===== src/design/adc_seq_pkg.sv =====
package adc_seq_pkg;

  // Register indices on the plain register port
  localparam logic [3:0] OFS_CTRL = 4'h0;
  localparam logic [3:0] OFS_CHAN = 4'h1;
  localparam logic [3:0] OFS_CLKDIV = 4'h2;
  localparam logic [3:0] OFS_LIM_HI = 4'h3;
  localparam logic [3:0] OFS_LIM_LO = 4'h4;
  localparam logic [3:0] OFS_IE = 4'h5;
  localparam logic [3:0] OFS_STATUS = 4'h6;
  localparam logic [3:0] OFS_CMD = 4'h7;
  localparam logic [3:0] OFS_RES0 = 4'h8;
  localparam logic [3:0] OFS_RES3 = 4'hb;

  // Field positions in the flag registers
  localparam int IE_CONV = 0;
  localparam int IE_BND = 1;
  localparam int STAT_DONE = 0;
  localparam int STAT_BND = 1;
  localparam int STAT_BUSY = 2;
  localparam int CMD_STOP = 0;

  // Values after reset
  localparam logic [7:0] CTRL_RST = 8'h00;
  localparam logic [7:0] CHAN_RST = 8'h00;
  localparam logic [2:0] CLKDIV_RST = 3'h0;
  localparam logic [7:0] LIM_HI_RST = 8'hff;
  localparam logic [7:0] LIM_LO_RST = 8'h00;
  localparam logic [7:0] RES_RST = 8'h00;

  // Converter shape and timing, counted in converter clock ticks
  localparam int NCH = 4;
  localparam int SAMPLE_TICKS = 2;
  localparam logic [1:0] SAMPLE_LAST = 2'(SAMPLE_TICKS - 1);
  localparam logic [7:0] SAR_FIRST = 8'h80;
  localparam logic [7:0] SAR_NIBBLE = 8'h10;
  localparam logic [7:0] SAR_LAST = 8'h01;
  localparam logic [1:0] SLOT_LAST = 2'h3;

  // Operating modes and start sources
  typedef enum logic [2:0] {
    MODE_FIX_SINGLE, MODE_FIX_CONT, MODE_SCAN_SINGLE,
    MODE_SCAN_CONT, MODE_DUAL_CONT, MODE_STEP
  } mode_t;
  typedef enum logic [1:0] {
    SRC_TIMER, SRC_IMMED, SRC_EDGE, SRC_OFF
  } src_t;
  typedef enum logic [1:0] {C_IDLE, C_SAMPLE, C_BITS} conv_state_t;

  // Control register layout
  typedef struct packed {
    logic spare;
    logic dac_mode;
    logic [1:0] src;
    logic [2:0] mode;
    logic enable;
  } ctrl_t;

  // Channel selection register layout
  typedef struct packed {
    logic [1:0] ch_b;
    logic [1:0] ch_a;
    logic [3:0] scan_mask;
  } chan_t;

endpackage


===== src/design/adc_sequencer_control.sv =====
// The strobed register port and the register offsets were left to the implementer.
`timescale 1ns/1ps
`default_nettype none
// How it works
// - 8-bit SAR over four muxed sampled channels
// - Fixed single: one result into channel register
// - Fixed continuous: results rotate through four registers
// - Fixed continuous: interrupt every four conversions
// - Continuous modes run until software stop
// - Scan single: each selected channel once, one interrupt
// - Scan continuous: restart at lowest selected channel
// - Dual: alternate channels into registers zero-three
// - Dual: interrupt after every four conversions
// - Single step: pause per channel, await start
// - Timer overflow starts; ignored while converting
// - Immediate source starts a conversion at once
// - Pin edge starts; ignored while converting
// - Early nibble checked against limit nibbles
// - In-range nibble: full result checked again
// - Boundary enable off disables limit checking
// - DAC mode: fourth result drives channel-3 pin
// - Prescaler divides converter clock by 1..8
// - Runs in idle; completion wakes device
// - Power-down stops converter; disable saves power
module adc_sequencer_control
  import adc_seq_pkg::*;
(
  // Clock and reset
  input wire logic I_CLK_SYS,
  input wire logic I_RESET_N,
  // Register port
  input wire logic [3:0] I_ADDR,
  input wire logic [7:0] I_WDATA,
  input wire logic I_WR,
  input wire logic I_RD,
  output logic [7:0] O_RDATA,
  // Start sources
  input wire logic I_TIMER0_OVF,
  input wire logic I_START_EDGE_PIN,
  // Power management
  input wire logic I_IDLE,
  input wire logic I_POWER_DOWN,
  output logic O_WAKE,
  output logic O_ANALOG_EN,
  // Analog front end
  input wire logic I_CMP_ABOVE,
  output logic [1:0] O_MUX_SEL,
  output logic O_SAMPLE,
  output logic [7:0] O_DAC_CODE,
  output logic O_DAC_PIN_EN,
  // Interrupt request
  output logic O_IRQ
);

  ctrl_t ctrl;
  chan_t chan;
  mode_t mode;
  conv_state_t state;
  logic [2:0] clkdiv, pre_cnt, above, lowest;
  logic [7:0] lim_hi, lim_lo, sar, mask, next_sar, dac_code;
  logic [1:0] ie, smp_cnt, cur_ch, slot, dest;
  logic [7:0] res [NCH];
  logic done_flag, bnd_flag, tick, active, conv_done, nib_done;
  logic run, auto_go, immed_req, pin_prev, evt, launch;
  logic stop, scan_mode, seq_irq, early_out, wr_ctrl, wr_status;

  assign mode = mode_t'(ctrl.mode);
  assign wr_ctrl = I_WR && I_ADDR == OFS_CTRL;
  assign wr_status = I_WR && I_ADDR == OFS_STATUS;
  assign scan_mode = mode == MODE_SCAN_SINGLE || mode == MODE_SCAN_CONT ||
                     mode == MODE_STEP;

  // Converter runs only when enabled and not powered down
  assign active = ctrl.enable && !I_POWER_DOWN;
  assign stop = I_WR && I_ADDR == OFS_CMD && I_WDATA[CMD_STOP];

  // Finds the next selected channel above a given one
  function automatic logic [2:0] next_above(input logic [3:0] m,
                                            input logic [1:0] ch);
    logic [2:0] r;
    r = 3'h0;
    for (int i = NCH - 1; i >= 0; i--) begin
      if (m[i] && i > int'(ch)) begin
        r = {1'b1, 2'(i)};
      end
    end
    return r;
  endfunction

  // Finds the lowest selected channel
  function automatic logic [2:0] lowest_sel(input logic [3:0] m);
    logic [2:0] r;
    r = 3'h0;
    for (int i = NCH - 1; i >= 0; i--) begin
      if (m[i]) begin
        r = {1'b1, 2'(i)};
      end
    end
    return r;
  endfunction

  assign above = next_above(chan.scan_mask, cur_ch);
  assign lowest = lowest_sel(chan.scan_mask);

  // Configuration registers written by software
  always_ff @(posedge I_CLK_SYS or negedge I_RESET_N) begin
    if (!I_RESET_N) begin
      ctrl <= CTRL_RST;
      chan <= CHAN_RST;
      clkdiv <= CLKDIV_RST;
      lim_hi <= LIM_HI_RST;
      lim_lo <= LIM_LO_RST;
      ie <= 2'h0;
    end else if (I_WR) begin
      unique case (I_ADDR)
        OFS_CTRL: ctrl <= I_WDATA;
        OFS_CHAN: chan <= I_WDATA;
        OFS_CLKDIV: clkdiv <= I_WDATA[2:0];
        OFS_LIM_HI: lim_hi <= I_WDATA;
        OFS_LIM_LO: lim_lo <= I_WDATA;
        OFS_IE: ie <= I_WDATA[1:0];
        default: ;
      endcase
    end
  end

  // Prescaler: one converter tick every clkdiv+1 system clocks
  always_ff @(posedge I_CLK_SYS or negedge I_RESET_N) begin
    if (!I_RESET_N) begin
      pre_cnt <= 3'h0;
    end else if (!active || pre_cnt == clkdiv) begin
      pre_cnt <= 3'h0;
    end else begin
      pre_cnt <= pre_cnt + 3'h1;
    end
  end
  assign tick = active && pre_cnt == clkdiv;

  // Successive approximation step and event strobes
  assign next_sar = I_CMP_ABOVE ? (sar | mask) : sar;
  assign conv_done = state == C_BITS && tick && mask == SAR_LAST;
  assign nib_done = state == C_BITS && tick && mask == SAR_NIBBLE;

  // Conversion engine: sample, then resolve eight bits MSB first
  always_ff @(posedge I_CLK_SYS or negedge I_RESET_N) begin
    if (!I_RESET_N) begin
      state <= C_IDLE;
      smp_cnt <= 2'h0;
      sar <= 8'h00;
      mask <= 8'h00;
    end else if (stop || !ctrl.enable) begin
      state <= C_IDLE;
      mask <= 8'h00;
    end else begin
      unique case (state)
        C_IDLE: begin
          if (launch) begin
            state <= C_SAMPLE;
            smp_cnt <= 2'h0;
            sar <= 8'h00;
            mask <= SAR_FIRST;
          end
        end
        C_SAMPLE: begin
          if (tick) begin
            smp_cnt <= smp_cnt + 2'h1;
            if (smp_cnt == SAMPLE_LAST) begin
              state <= C_BITS;
            end
          end
        end
        C_BITS: begin
          if (tick) begin
            sar <= next_sar;
            mask <= mask >> 1;
            if (mask == SAR_LAST) begin
              state <= C_IDLE;
            end
          end
        end
      endcase
    end
  end

  // Code fed to the internal DAC: trial code or the held DAC value
  always_ff @(posedge I_CLK_SYS or negedge I_RESET_N) begin
    if (!I_RESET_N) begin
      dac_code <= 8'h00;
    end else if (ctrl.dac_mode) begin
      dac_code <= res[3];
    end else if (state == C_IDLE && launch) begin
      dac_code <= SAR_FIRST;
    end else if (state == C_BITS && tick) begin
      dac_code <= next_sar | (mask >> 1);
    end
  end

  // Start events from timer, pin edge or immediate request
  always_ff @(posedge I_CLK_SYS or negedge I_RESET_N) begin
    if (!I_RESET_N) begin
      pin_prev <= 1'b0;
      immed_req <= 1'b0;
    end else begin
      pin_prev <= I_START_EDGE_PIN;
      if (wr_ctrl && I_WDATA[5:4] == SRC_IMMED && I_WDATA[0]) begin
        immed_req <= 1'b1;
      end else if (stop || state == C_IDLE) begin
        immed_req <= 1'b0; // Taken or refused once idle; held while a conversion runs
      end
    end
  end

  always_comb begin
    evt = 1'b0;
    unique case (src_t'(ctrl.src))
      SRC_TIMER: evt = I_TIMER0_OVF;
      SRC_IMMED: evt = immed_req;
      SRC_EDGE: evt = I_START_EDGE_PIN != pin_prev;
      SRC_OFF: evt = 1'b0;
    endcase
  end

  // Timer and pin events arriving while a conversion runs are dropped
  assign launch = active && !ctrl.dac_mode && !stop && state == C_IDLE &&
                  (auto_go || (evt && !auto_go &&
                  !(scan_mode && chan.scan_mask == 4'h0)));

  // Result slot for the finishing conversion
  assign dest = (mode == MODE_FIX_CONT || mode == MODE_DUAL_CONT) ?
                slot : cur_ch;

  // Sequencer: channel order, slot rotation and completion events
  always_ff @(posedge I_CLK_SYS or negedge I_RESET_N) begin
    if (!I_RESET_N) begin
      run <= 1'b0;
      auto_go <= 1'b0;
      cur_ch <= 2'h0;
      slot <= 2'h0;
    end else if (stop || !ctrl.enable) begin
      run <= 1'b0;
      auto_go <= 1'b0;
    end else if (launch) begin
      auto_go <= 1'b0;
      if (!run) begin
        run <= 1'b1;
        slot <= 2'h0;
        cur_ch <= scan_mode ? lowest[1:0] : chan.ch_a;
      end
    end else if (conv_done) begin
      slot <= slot + 2'h1;
      unique case (mode)
        MODE_FIX_CONT: auto_go <= 1'b1;
        MODE_DUAL_CONT: begin
          cur_ch <= slot[0] ? chan.ch_a : chan.ch_b;
          auto_go <= 1'b1;
        end
        MODE_SCAN_SINGLE, MODE_SCAN_CONT, MODE_STEP: begin
          if (above[2]) begin
            cur_ch <= above[1:0];
            auto_go <= mode != MODE_STEP;
          end else begin
            cur_ch <= lowest[1:0];
            auto_go <= mode == MODE_SCAN_CONT;
            run <= mode == MODE_SCAN_CONT;
          end
        end
        default: run <= 1'b0;
      endcase
    end
  end

  // Completion event per mode
  always_comb begin
    seq_irq = 1'b0;
    if (conv_done) begin
      unique case (mode)
        MODE_FIX_CONT: seq_irq = slot == SLOT_LAST;
        MODE_DUAL_CONT: seq_irq = slot == SLOT_LAST;
        MODE_SCAN_SINGLE, MODE_SCAN_CONT: seq_irq = !above[2];
        MODE_STEP: seq_irq = 1'b1;
        default: seq_irq = 1'b1;
      endcase
    end
  end

  // Result registers; the fourth doubles as the DAC value
  always_ff @(posedge I_CLK_SYS or negedge I_RESET_N) begin
    if (!I_RESET_N) begin
      for (int i = 0; i < NCH; i++) begin
        res[i] <= RES_RST;
      end
    end else if (conv_done) begin
      res[dest] <= next_sar;
    end else if (I_WR && I_ADDR == OFS_RES3) begin
      res[3] <= I_WDATA;
    end
  end

  // Boundary check: early nibble, then full result if nibble in range
  always_ff @(posedge I_CLK_SYS or negedge I_RESET_N) begin
    if (!I_RESET_N) begin
      early_out <= 1'b0;
    end else if (launch) begin
      early_out <= 1'b0;
    end else if (nib_done) begin
      early_out <= next_sar[7:4] > lim_hi[7:4] ||
                   next_sar[7:4] < lim_lo[7:4];
    end
  end

  // Sticky status flags; a new event beats a clear in the same cycle
  always_ff @(posedge I_CLK_SYS or negedge I_RESET_N) begin
    if (!I_RESET_N) begin
      done_flag <= 1'b0;
      bnd_flag <= 1'b0;
    end else begin
      done_flag <= (done_flag && !(wr_status && I_WDATA[STAT_DONE])) ||
                   seq_irq;
      bnd_flag <= (bnd_flag && !(wr_status && I_WDATA[STAT_BND])) ||
                  (ie[IE_BND] && nib_done &&
                   (next_sar[7:4] > lim_hi[7:4] ||
                    next_sar[7:4] < lim_lo[7:4])) ||
                  (ie[IE_BND] && conv_done && !early_out &&
                   (next_sar > lim_hi ||
                    next_sar < lim_lo));
    end
  end

  // Read data stand for the one cycle after the read strobe
  always_ff @(posedge I_CLK_SYS or negedge I_RESET_N) begin
    if (!I_RESET_N) begin
      O_RDATA <= 8'h00;
    end else if (!I_RD) begin
      O_RDATA <= 8'h00;
    end else begin
      unique case (I_ADDR)
        OFS_CTRL: O_RDATA <= ctrl;
        OFS_CHAN: O_RDATA <= chan;
        OFS_CLKDIV: O_RDATA <= {5'h00, clkdiv};
        OFS_LIM_HI: O_RDATA <= lim_hi;
        OFS_LIM_LO: O_RDATA <= lim_lo;
        OFS_IE: O_RDATA <= {6'h00, ie};
        OFS_STATUS: O_RDATA <= {5'h00, state != C_IDLE, bnd_flag,
                                done_flag};
        4'h8, 4'h9, 4'ha, 4'hb: O_RDATA <= res[I_ADDR[1:0]];
        default: O_RDATA <= 8'h00;
      endcase
    end
  end

  // Outputs toward the analog block; mux select may change as sampling starts, then holds
  assign O_MUX_SEL = cur_ch;
  assign O_SAMPLE = state == C_SAMPLE;
  assign O_DAC_CODE = dac_code;
  assign O_DAC_PIN_EN = ctrl.dac_mode && ctrl.enable;
  assign O_ANALOG_EN = active;
  assign O_IRQ = (done_flag && ie[IE_CONV]) || (bnd_flag && ie[IE_BND]);
  assign O_WAKE = I_IDLE && done_flag && ie[IE_CONV];

endmodule
`default_nettype wire


===== config.mk =====
export PLATFORM = sky130hd
export DESIGN_NAME = adc_sequencer_control
export DESIGN_NICKNAME = d
export VERILOG_FILES = /design/src/design/adc_seq_pkg.sv /design/src/design/adc_sequencer_control.sv
export SDC_FILE = /design/constraint.sdc
export NUM_CORES = 1
export LEC_CHECK = 0
export BUFFER_PORTS_ARGS = -buffer_cell sky130_fd_sc_hd__buf_2
export CAP_MARGIN = 20
export CORE_MARGIN = 4
export CORE_UTILIZATION = 61
export CTS_BUF_LIST = sky130_fd_sc_hd__clkbuf_8 sky130_fd_sc_hd__clkbuf_16
export CTS_CLUSTER_SIZE = 28
export DETAILED_ROUTE_END_ITERATION = 12
export PLACE_DENSITY = 0.77
export SLEW_MARGIN = 20
export SYNTH_ARGS = -nofsm -noshare
export SYNTH_HDL_FRONTEND = slang
export SYNTH_SLANG_ARGS = --single-unit

===== constraint.sdc =====
create_clock -name I_CLK_SYS -period 3 [get_ports I_CLK_SYS]
set_input_delay 0.15 -clock I_CLK_SYS [delete_from_list [all_inputs] [get_ports I_CLK_SYS]]
set_output_delay 0.15 -clock I_CLK_SYS [all_outputs]
set_load 0.01 [all_outputs]

==> impl_metrics.csv, run 1 <==
group,metric,value,unit
drt,drt_iter0_drc,552,
synthesis,yosysUniqueCellTypes,85,
floorplan,dieArea,13100,sq um
floorplan,fp.dieW,115,um
power_and_ir_drop,p_comb_frac,0.231,
finish,stdcell_area,7860,sq um
sta,final_hold_viol_count,0,
synthesis,synth_largest_area_cell,"dfrtp_1",
power_and_ir_drop,power_frac_seq,0.397,
finish,diodes,0,
sta,rsz0062_at_grt,"false",
place,placed_cell_area,7260,sq um
drt,drtAntennaViolNets,0,
place,gp_congestion,0.960,
synthesis,synth_edf_count,0,
sta,timing.final.crit_share,0.909,
job,cap_violations,0,
place,dp_hpwl,14.5,mm
drt,vias,5668,
worst_setup_path,cp-end-kind,"flop",
drt,wl_per_cell,23.3,um
worst_setup_path,cp.arrival,3.00,ns
cts,postCtsSetupBuffers,0,
sta,timing.hold.ws,0.0305,ns
finish,utilization,0.716,
worst_setup_path,reg2reg_to,"bnd_flag$_DFF_PN0_",
sta,tightest_slew,0.858,ns
min_path,holdCritPathClass,"in -> reg",
sta,max_clock_freq,367,MHz
global_route,grtUsageTotal,0.320,
floorplan,row_count,38,
cts,clock_path_buffers,2,
floorplan,boundaryPins,44,
synthesis,ys_seq_area_frac,0.432,
drt,drt_wl_total,19.9,mm
finish,area_growth,13.6,%
floorplan,core,11000,sq um
drt,drc,0,
drt,viasPerCell,6.64,
synthesis,synthArstFlopShare,1.00,
synthesis,synth_most_common_cell,"dfrtp_1",
global_route,grt_start_max_net_pins,50,
synthesis,synth_area_leaders,"dfrtp_1 40%, mux2_2 9.1%, ha_1 3.8%, dfstp_2 3.0%, mux4_2 2.9%",
sta,setup_tns,0,ns
power_and_ir_drop,p_sw,1.75,mW
power_and_ir_drop,power.total,5.38,mW
synthesis,ys.flop_type,"dfrtp_1",
cts,cts_resized,0,
cts,clock_latency,0.42,ns
sta,finalSetupViolations,0,
cts,h-tree-depth,4,
place,dp_cells,821,
power_and_ir_drop,vdd_drop_max,0.599,mV
synthesis,avgSynthCellArea,10.5,sq um
status,status,"finished clean",
synthesis,netlist.area_leader.share,0.401,
cts,cts.sinks,119,
power_and_ir_drop,clkPwrFrac,0.371,
synthesis,ys_warn_count,0,
power_and_ir_drop,power-per-cell-area,684,nW/um^2
cts,cts_tree,"done",
drt,first_pass_iters,5,
worst_setup_path,rrSetupSlack,0.27,ns
cts,clk_root_buffer_cell,"clkbuf_16",
finish,drive_gt1_frac,0.266,
global_route,gr-total-overflow,0,
power_and_ir_drop,p_leak,3.59,nW
floorplan,die_h,115,um
sta,finalMaxSlewViolations,0,
worst_setup_path,ff2ff_path_depth,8,
worst_setup_path,worstPathRequired,3.27,ns
global_route,grt_pass1_wl,31.6,mm
synthesis,netlist_area,6920,sq um
place,pre_cts_ws,0.314,ns
sta,finalCriticalPeriod,2.73,ns
synthesis,yosys_register_bits,119,
worst_setup_path,rr_startpoint,"mask[4]$_DFFE_PN0P_",
finish,layout.nets,744,
worst_setup_path,crit_path_start_kind,"flop",
cts,cts_inserted_buffers,17,
synthesis,synth_common_cells,"111 x dfrtp_1, 56 x mux2_2, 45 x nand2_1, 45 x nor2_1, 39 x inv_1",
cts,clkTransAtPathRegs,0.06,ns
global_route,grt_pass1_vias,5685,
floorplan,initial_core_util,0.630,
cts,ctsHoldBuffers,2,
worst_setup_path,endpoint,"bnd_flag$_DFF_PN0_",
global_route,grt_antenna_before_repair,0,
power_and_ir_drop,swShare,0.325,
sta,skew,0.00658,ns
place,io_buffers,43,
sta,finalWorstSetupSlack,0.272,ns
worst_setup_path,criticalPathCategory,"reg -> reg",
finish,final_cells,854,
synthesis,syn_nets,700,
worst_setup_path,setup.worst_path.start,"mask[4]$_DFFE_PN0P_",
sta,slew_headroom,0.424,
synthesis,synthCells,658,
power_and_ir_drop,internal_power,3.63,mW
worst_setup_path,crit_fanout,9,
[critical path, cell delays in order, from the launching register on]
cell      delay (ns)
dfrtp_1         0.49
a21oi_1         0.49
inv_1           0.28
ha_1            0.38
a21oi_1         0.14
nor2_1          0.06
a211o_1         0.26
a221oi_1        0.31
o221ai_1        0.17
[logic make-up after synthesis]
kind of cell / share of synthesized area
and+or+nand+nor: 0.142
AOI/OAI and AO/OA: 0.187
DFF: 0.432
muxes: 0.142
buffers and inverters: 0.0457
adders and majority gates: 0.0380
xor gates and xnor gates: 0.0137
[power groups by stage]
stage	clock, mW	combinational, mW	sequential, mW
floorplan	0	0.905	2.03
global placement	0	1.20	2.14
detailed placement	0	1.23	2.15
CTS	2.01	1.24	2.13
global route	2.09	1.37	2.16
finish	2.00	1.25	2.14
[per-layer routing]
metal / vias to the layer above / track usage / wire [um]
met5: - / 0 / 0
met4: 0 / 0.132 / 575
met3: 47 / 0.0825 / 1730
met2: 277 / 0.483 / 9280
met1: 2794 / 0.441 / 8330
li1: 2550 / - / -
[cell type report]
type | count | area [sq um]
multi-input combinational | 466 | 3620
fill | 822 | 3120
tap | 140 | 175
inverter | 39 | 146
timing repair buffer | 59 | 355
sequential | 119 | 2990
clock inverter | 12 | 129
clock buffer | 19 | 453
[cell usage in the layout (no fill, tap or decap), types with 5 or more instances in the layout]
cell and n:
nand2b_1 5, mux2_2 56, a211o_1 6, dfstp_2 8, nand3_1 18, clkbuf_16 17
nor2b_1 12, ha_1 21, nor2_1 45, nor3_1 16, o2bb2ai_1 10, a22oi_1 5
o31ai_1 7, buf_2 42, a221o_1 11, mux4_2 9, nand3b_1 8, dfrtp_1 111
xnor2_1 6, mux2i_1 11, nand2_1 45, a211oi_1 5, inv_1 40, o21ai_0 26
a31oi_1 12, buf_4 14, o41ai_1 7, a21oi_1 29, o211ai_1 5
[sequential cells by signal, indices dropped and copies added, names as in the netlist, 2 cells and up]
| name | cells |
|---|---|
| O_DAC_CODE | 8 |
| O_RDATA | 8 |
| ctrl | 5 |
| O_MUX_SEL | 2 |
| lim_lo | 8 |
| sar | 8 |
| slot | 2 |
| res | 32 |
| lim_hi | 8 |
| clkdiv | 3 |
| ie | 2 |
| pre_cnt | 3 |
| chan | 8 |
| mode | 3 |
| state | 2 |
| smp_cnt | 2 |
| mask | 8 |
[worst min path at each step]
stage                     depth (start not counted)  slack [ns]       start                        end
after CTS                                         3        0.02  I_WDATA[1]      lim_hi[1]$_DFFE_PN1P_
final                                             3        0.03  I_WDATA[7]      lim_hi[7]$_DFFE_PN1P_
after floorplan                                   0       -0.15   I_RESET_N  O_DAC_CODE[0]$_DFFE_PN0P_
after global routing                              3        0.03  I_WDATA[7]      lim_hi[7]$_DFFE_PN1P_
after detailed placement                          1        0.18   I_RESET_N     smp_cnt[1]$_DFFE_PN0P_
after global placement                            1        0.17   I_RESET_N     smp_cnt[0]$_DFFE_PN0P_
Power figures use the tool's default switching activity.
==> inputs of run 2 (changes only) <==
--- a/config.mk
+++ b/config.mk
@@ -7,6 +7,7 @@
 export LEC_CHECK = 0
 export BUFFER_PORTS_ARGS = -buffer_cell sky130_fd_sc_hd__buf_2
 export CAP_MARGIN = 20
+export CORE_ASPECT_RATIO = 1.1
 export CORE_MARGIN = 4
 export CORE_UTILIZATION = 61
 export CTS_BUF_LIST = sky130_fd_sc_hd__clkbuf_8 sky130_fd_sc_hd__clkbuf_16
==> run 2 against run 1 <==
- non-clock buffer count is 3 higher
- first-iteration DRC count is 32% higher
- hold slack got worse by 0.0051 ns
- via count increased by 2.6%
- core utilization is 0.27 points lower
- worst setup slack gained 0.16 ns
- die area about the same
- global-route usage rose by 0.30 points
- sequential power barely moved
- clock power is 6% lower
- clock-buffer cell count unchanged
- critical path type unchanged
- highest routed layer is now met5
==> impl_metrics.csv, run 2 (synthesis results as in run 1) <==
group,metric,value,unit
floorplan,core,11000,sq um
min_path,holdCritPathClass,"in -> reg",
cts,cts.sinks,119,
place,gp_congestion,0.968,
cts,cts_resized,0,
drt,first_pass_iters,6,
finish,layout.nets,747,
global_route,grt_pass1_wl,31.7,mm
floorplan,initial_core_util,0.629,
min_path,hp-start,"I_WDATA[1]",
finish,num-fill-cells,817,
worst_setup_path,worstPathRequired,3.29,ns
finish,area_growth,13.5,%
cts,postCtsSetupBuffers,0,
power_and_ir_drop,swShare,0.340,
drt,drc,0,
global_route,grt_antenna_before_repair,1,
global_route,grt_start_max_net_pins,65,
sta,skew,0.00634,ns
cts,clkTransAtPathRegs,0.06,ns
worst_setup_path,cp-end-kind,"flop",
worst_setup_path,criticalPathCategory,"reg -> reg",
worst_setup_path,cp.arrival,2.86,ns
place,io_buffers,43,
floorplan,die_h,120,um
worst_setup_path,rr_startpoint,"mask[5]$_DFFE_PN0P_",
sta,timing.final.crit_share,0.857,
drt,drt_iter0_drc,726,
sta,finalWorstSetupSlack,0.430,ns
power_and_ir_drop,clkPwrFrac,0.356,
drt,wl_per_cell,23.1,um
cts,ctsHoldBuffers,2,
power_and_ir_drop,p_comb_frac,0.243,
cts,clock_path_buffers,2,
sta,final_hold_viol_count,0,
floorplan,boundaryPins,44,
finish,layout_common_cells,"111 x dfrtp_1, 56 x mux2_2, 45 x nor2_1, 45 x nand2_1, 42 x buf_2",
job,cap_violations,0,
global_route,grt_pass1_vias,5643,
sta,slew_headroom,0.434,
sta,max_clock_freq,389,MHz
cts,cts_tree,"done",
cts,h-tree-depth,4,
power_and_ir_drop,vdd_drop_max,0.413,mV
finish,largest_reg_flops,32,
cts,clock_latency,0.42,ns
finish,final_cells,865,
drt,viasPerCell,6.72,
place,placed_cell_area,7280,sq um
place,dp_cells,831,
power_and_ir_drop,p_leak,3.57,nW
global_route,gr-total-overflow,0,
floorplan,dieArea,13100,sq um
worst_setup_path,crit_path_start_kind,"flop",
floorplan,row_count,40,
sta,tightest_slew,0.849,ns
global_route,grtUsageTotal,0.323,
power_and_ir_drop,internal_power,3.48,mW
finish,stdcell_area,7850,sq um
drt,drtAntennaViolNets,0,
sta,rsz0062_at_grt,"false",
floorplan,fp.dieW,110,um
worst_setup_path,setup.worst_path.start,"mask[5]$_DFFE_PN0P_",
sta,finalCriticalPeriod,2.57,ns
drt,vias,5815,
power_and_ir_drop,p_sw,1.79,mW
power_and_ir_drop,power_frac_seq,0.401,
sta,timing.hold.ws,0.0254,ns
finish,largest-register,"res",
finish,mostFrequentLayoutCell,"dfrtp_1",
place,pre_cts_ws,0.489,ns
status,status,"finished clean",
finish,diodes,0,
finish,drive_gt1_frac,0.272,
cts,clk_root_buffer_cell,"clkbuf_16",
place,dp_hpwl,14.3,mm
cts,cts_inserted_buffers,17,
sta,finalSetupViolations,0,
worst_setup_path,crit_fanout,7,
sta,setup_tns,0,ns
power_and_ir_drop,power-per-cell-area,672,nW/um^2
sta,finalMaxSlewViolations,0,
drt,drt_wl_total,19.9,mm
-- run 2: worst paths after layout --
path                                          end  slack (ns)  cells past startpoint
hold / removal              lim_hi[1]$_DFFE_PN1P_        0.03                      3
hold reg to reg                sar[7]$_DFFE_PN0P_        0.49                      1
setup reg to reg               bnd_flag$_DFF_PN0_        0.43                      8
max in group asynchronous   lim_lo[2]$_DFFE_PN0P_        1.60                      3
setup / recovery               bnd_flag$_DFF_PN0_        0.43                      8
min in group asynchronous  smp_cnt[1]$_DFFE_PN0P_        0.38                      2
-- run 2: metrics by stage --
| stage | utilization | total power, mW |
|---|---|---|
| final | 0.713 | 5.28 |
| after global routing | 0.713 | 5.53 |
| after CTS | 0.713 | 5.27 |
| after detailed placement | 0.661 | 3.38 |
| after global placement | 0.661 | 3.32 |
| after floorplan | - | 2.94 |
-- run 2: metal layers --
layer,GRT usage,wire length [um],up-vias
li1,-,-,2552
met1,0.428,7810,2889
met2,0.495,9550,289
met3,0.0828,1630,83
met4,0.152,942,2
met5,0,13,-
-- run 2: worst max-delay path: stages, from the launching register on --
cell,delay [ns]
dfrtp_1,0.48
a21oi_1,0.29
inv_1,0.20
ha_1,0.33
and3_1,0.20
and3_1,0.20
a211o_1,0.26
a221oi_1,0.31
o221ai_1,0.17
-- run 2: area by class of cell --
class | instances | area, sq um | area share
Clock buffer | 19 | 453 | 0.0577
Clock inverter | 13 | 100 | 0.0127
Inverter | 39 | 146 | 0.0186
Multi-Input combinational cell | 466 | 3620 | 0.461
Sequential cell | 119 | 2990 | 0.380
Tap cell | 147 | 184 | 0.0234
Timing Repair Buffer | 62 | 365 | 0.0465
-- run 2: power groups by stage --
stage	clock network [mW]	logic [mW]	registers (mW)
floorplan	0	0.905	2.03
global placement	0	1.21	2.12
detailed placement	0	1.25	2.13
CTS	1.90	1.27	2.11
global route	1.99	1.39	2.14
finish	1.88	1.28	2.12
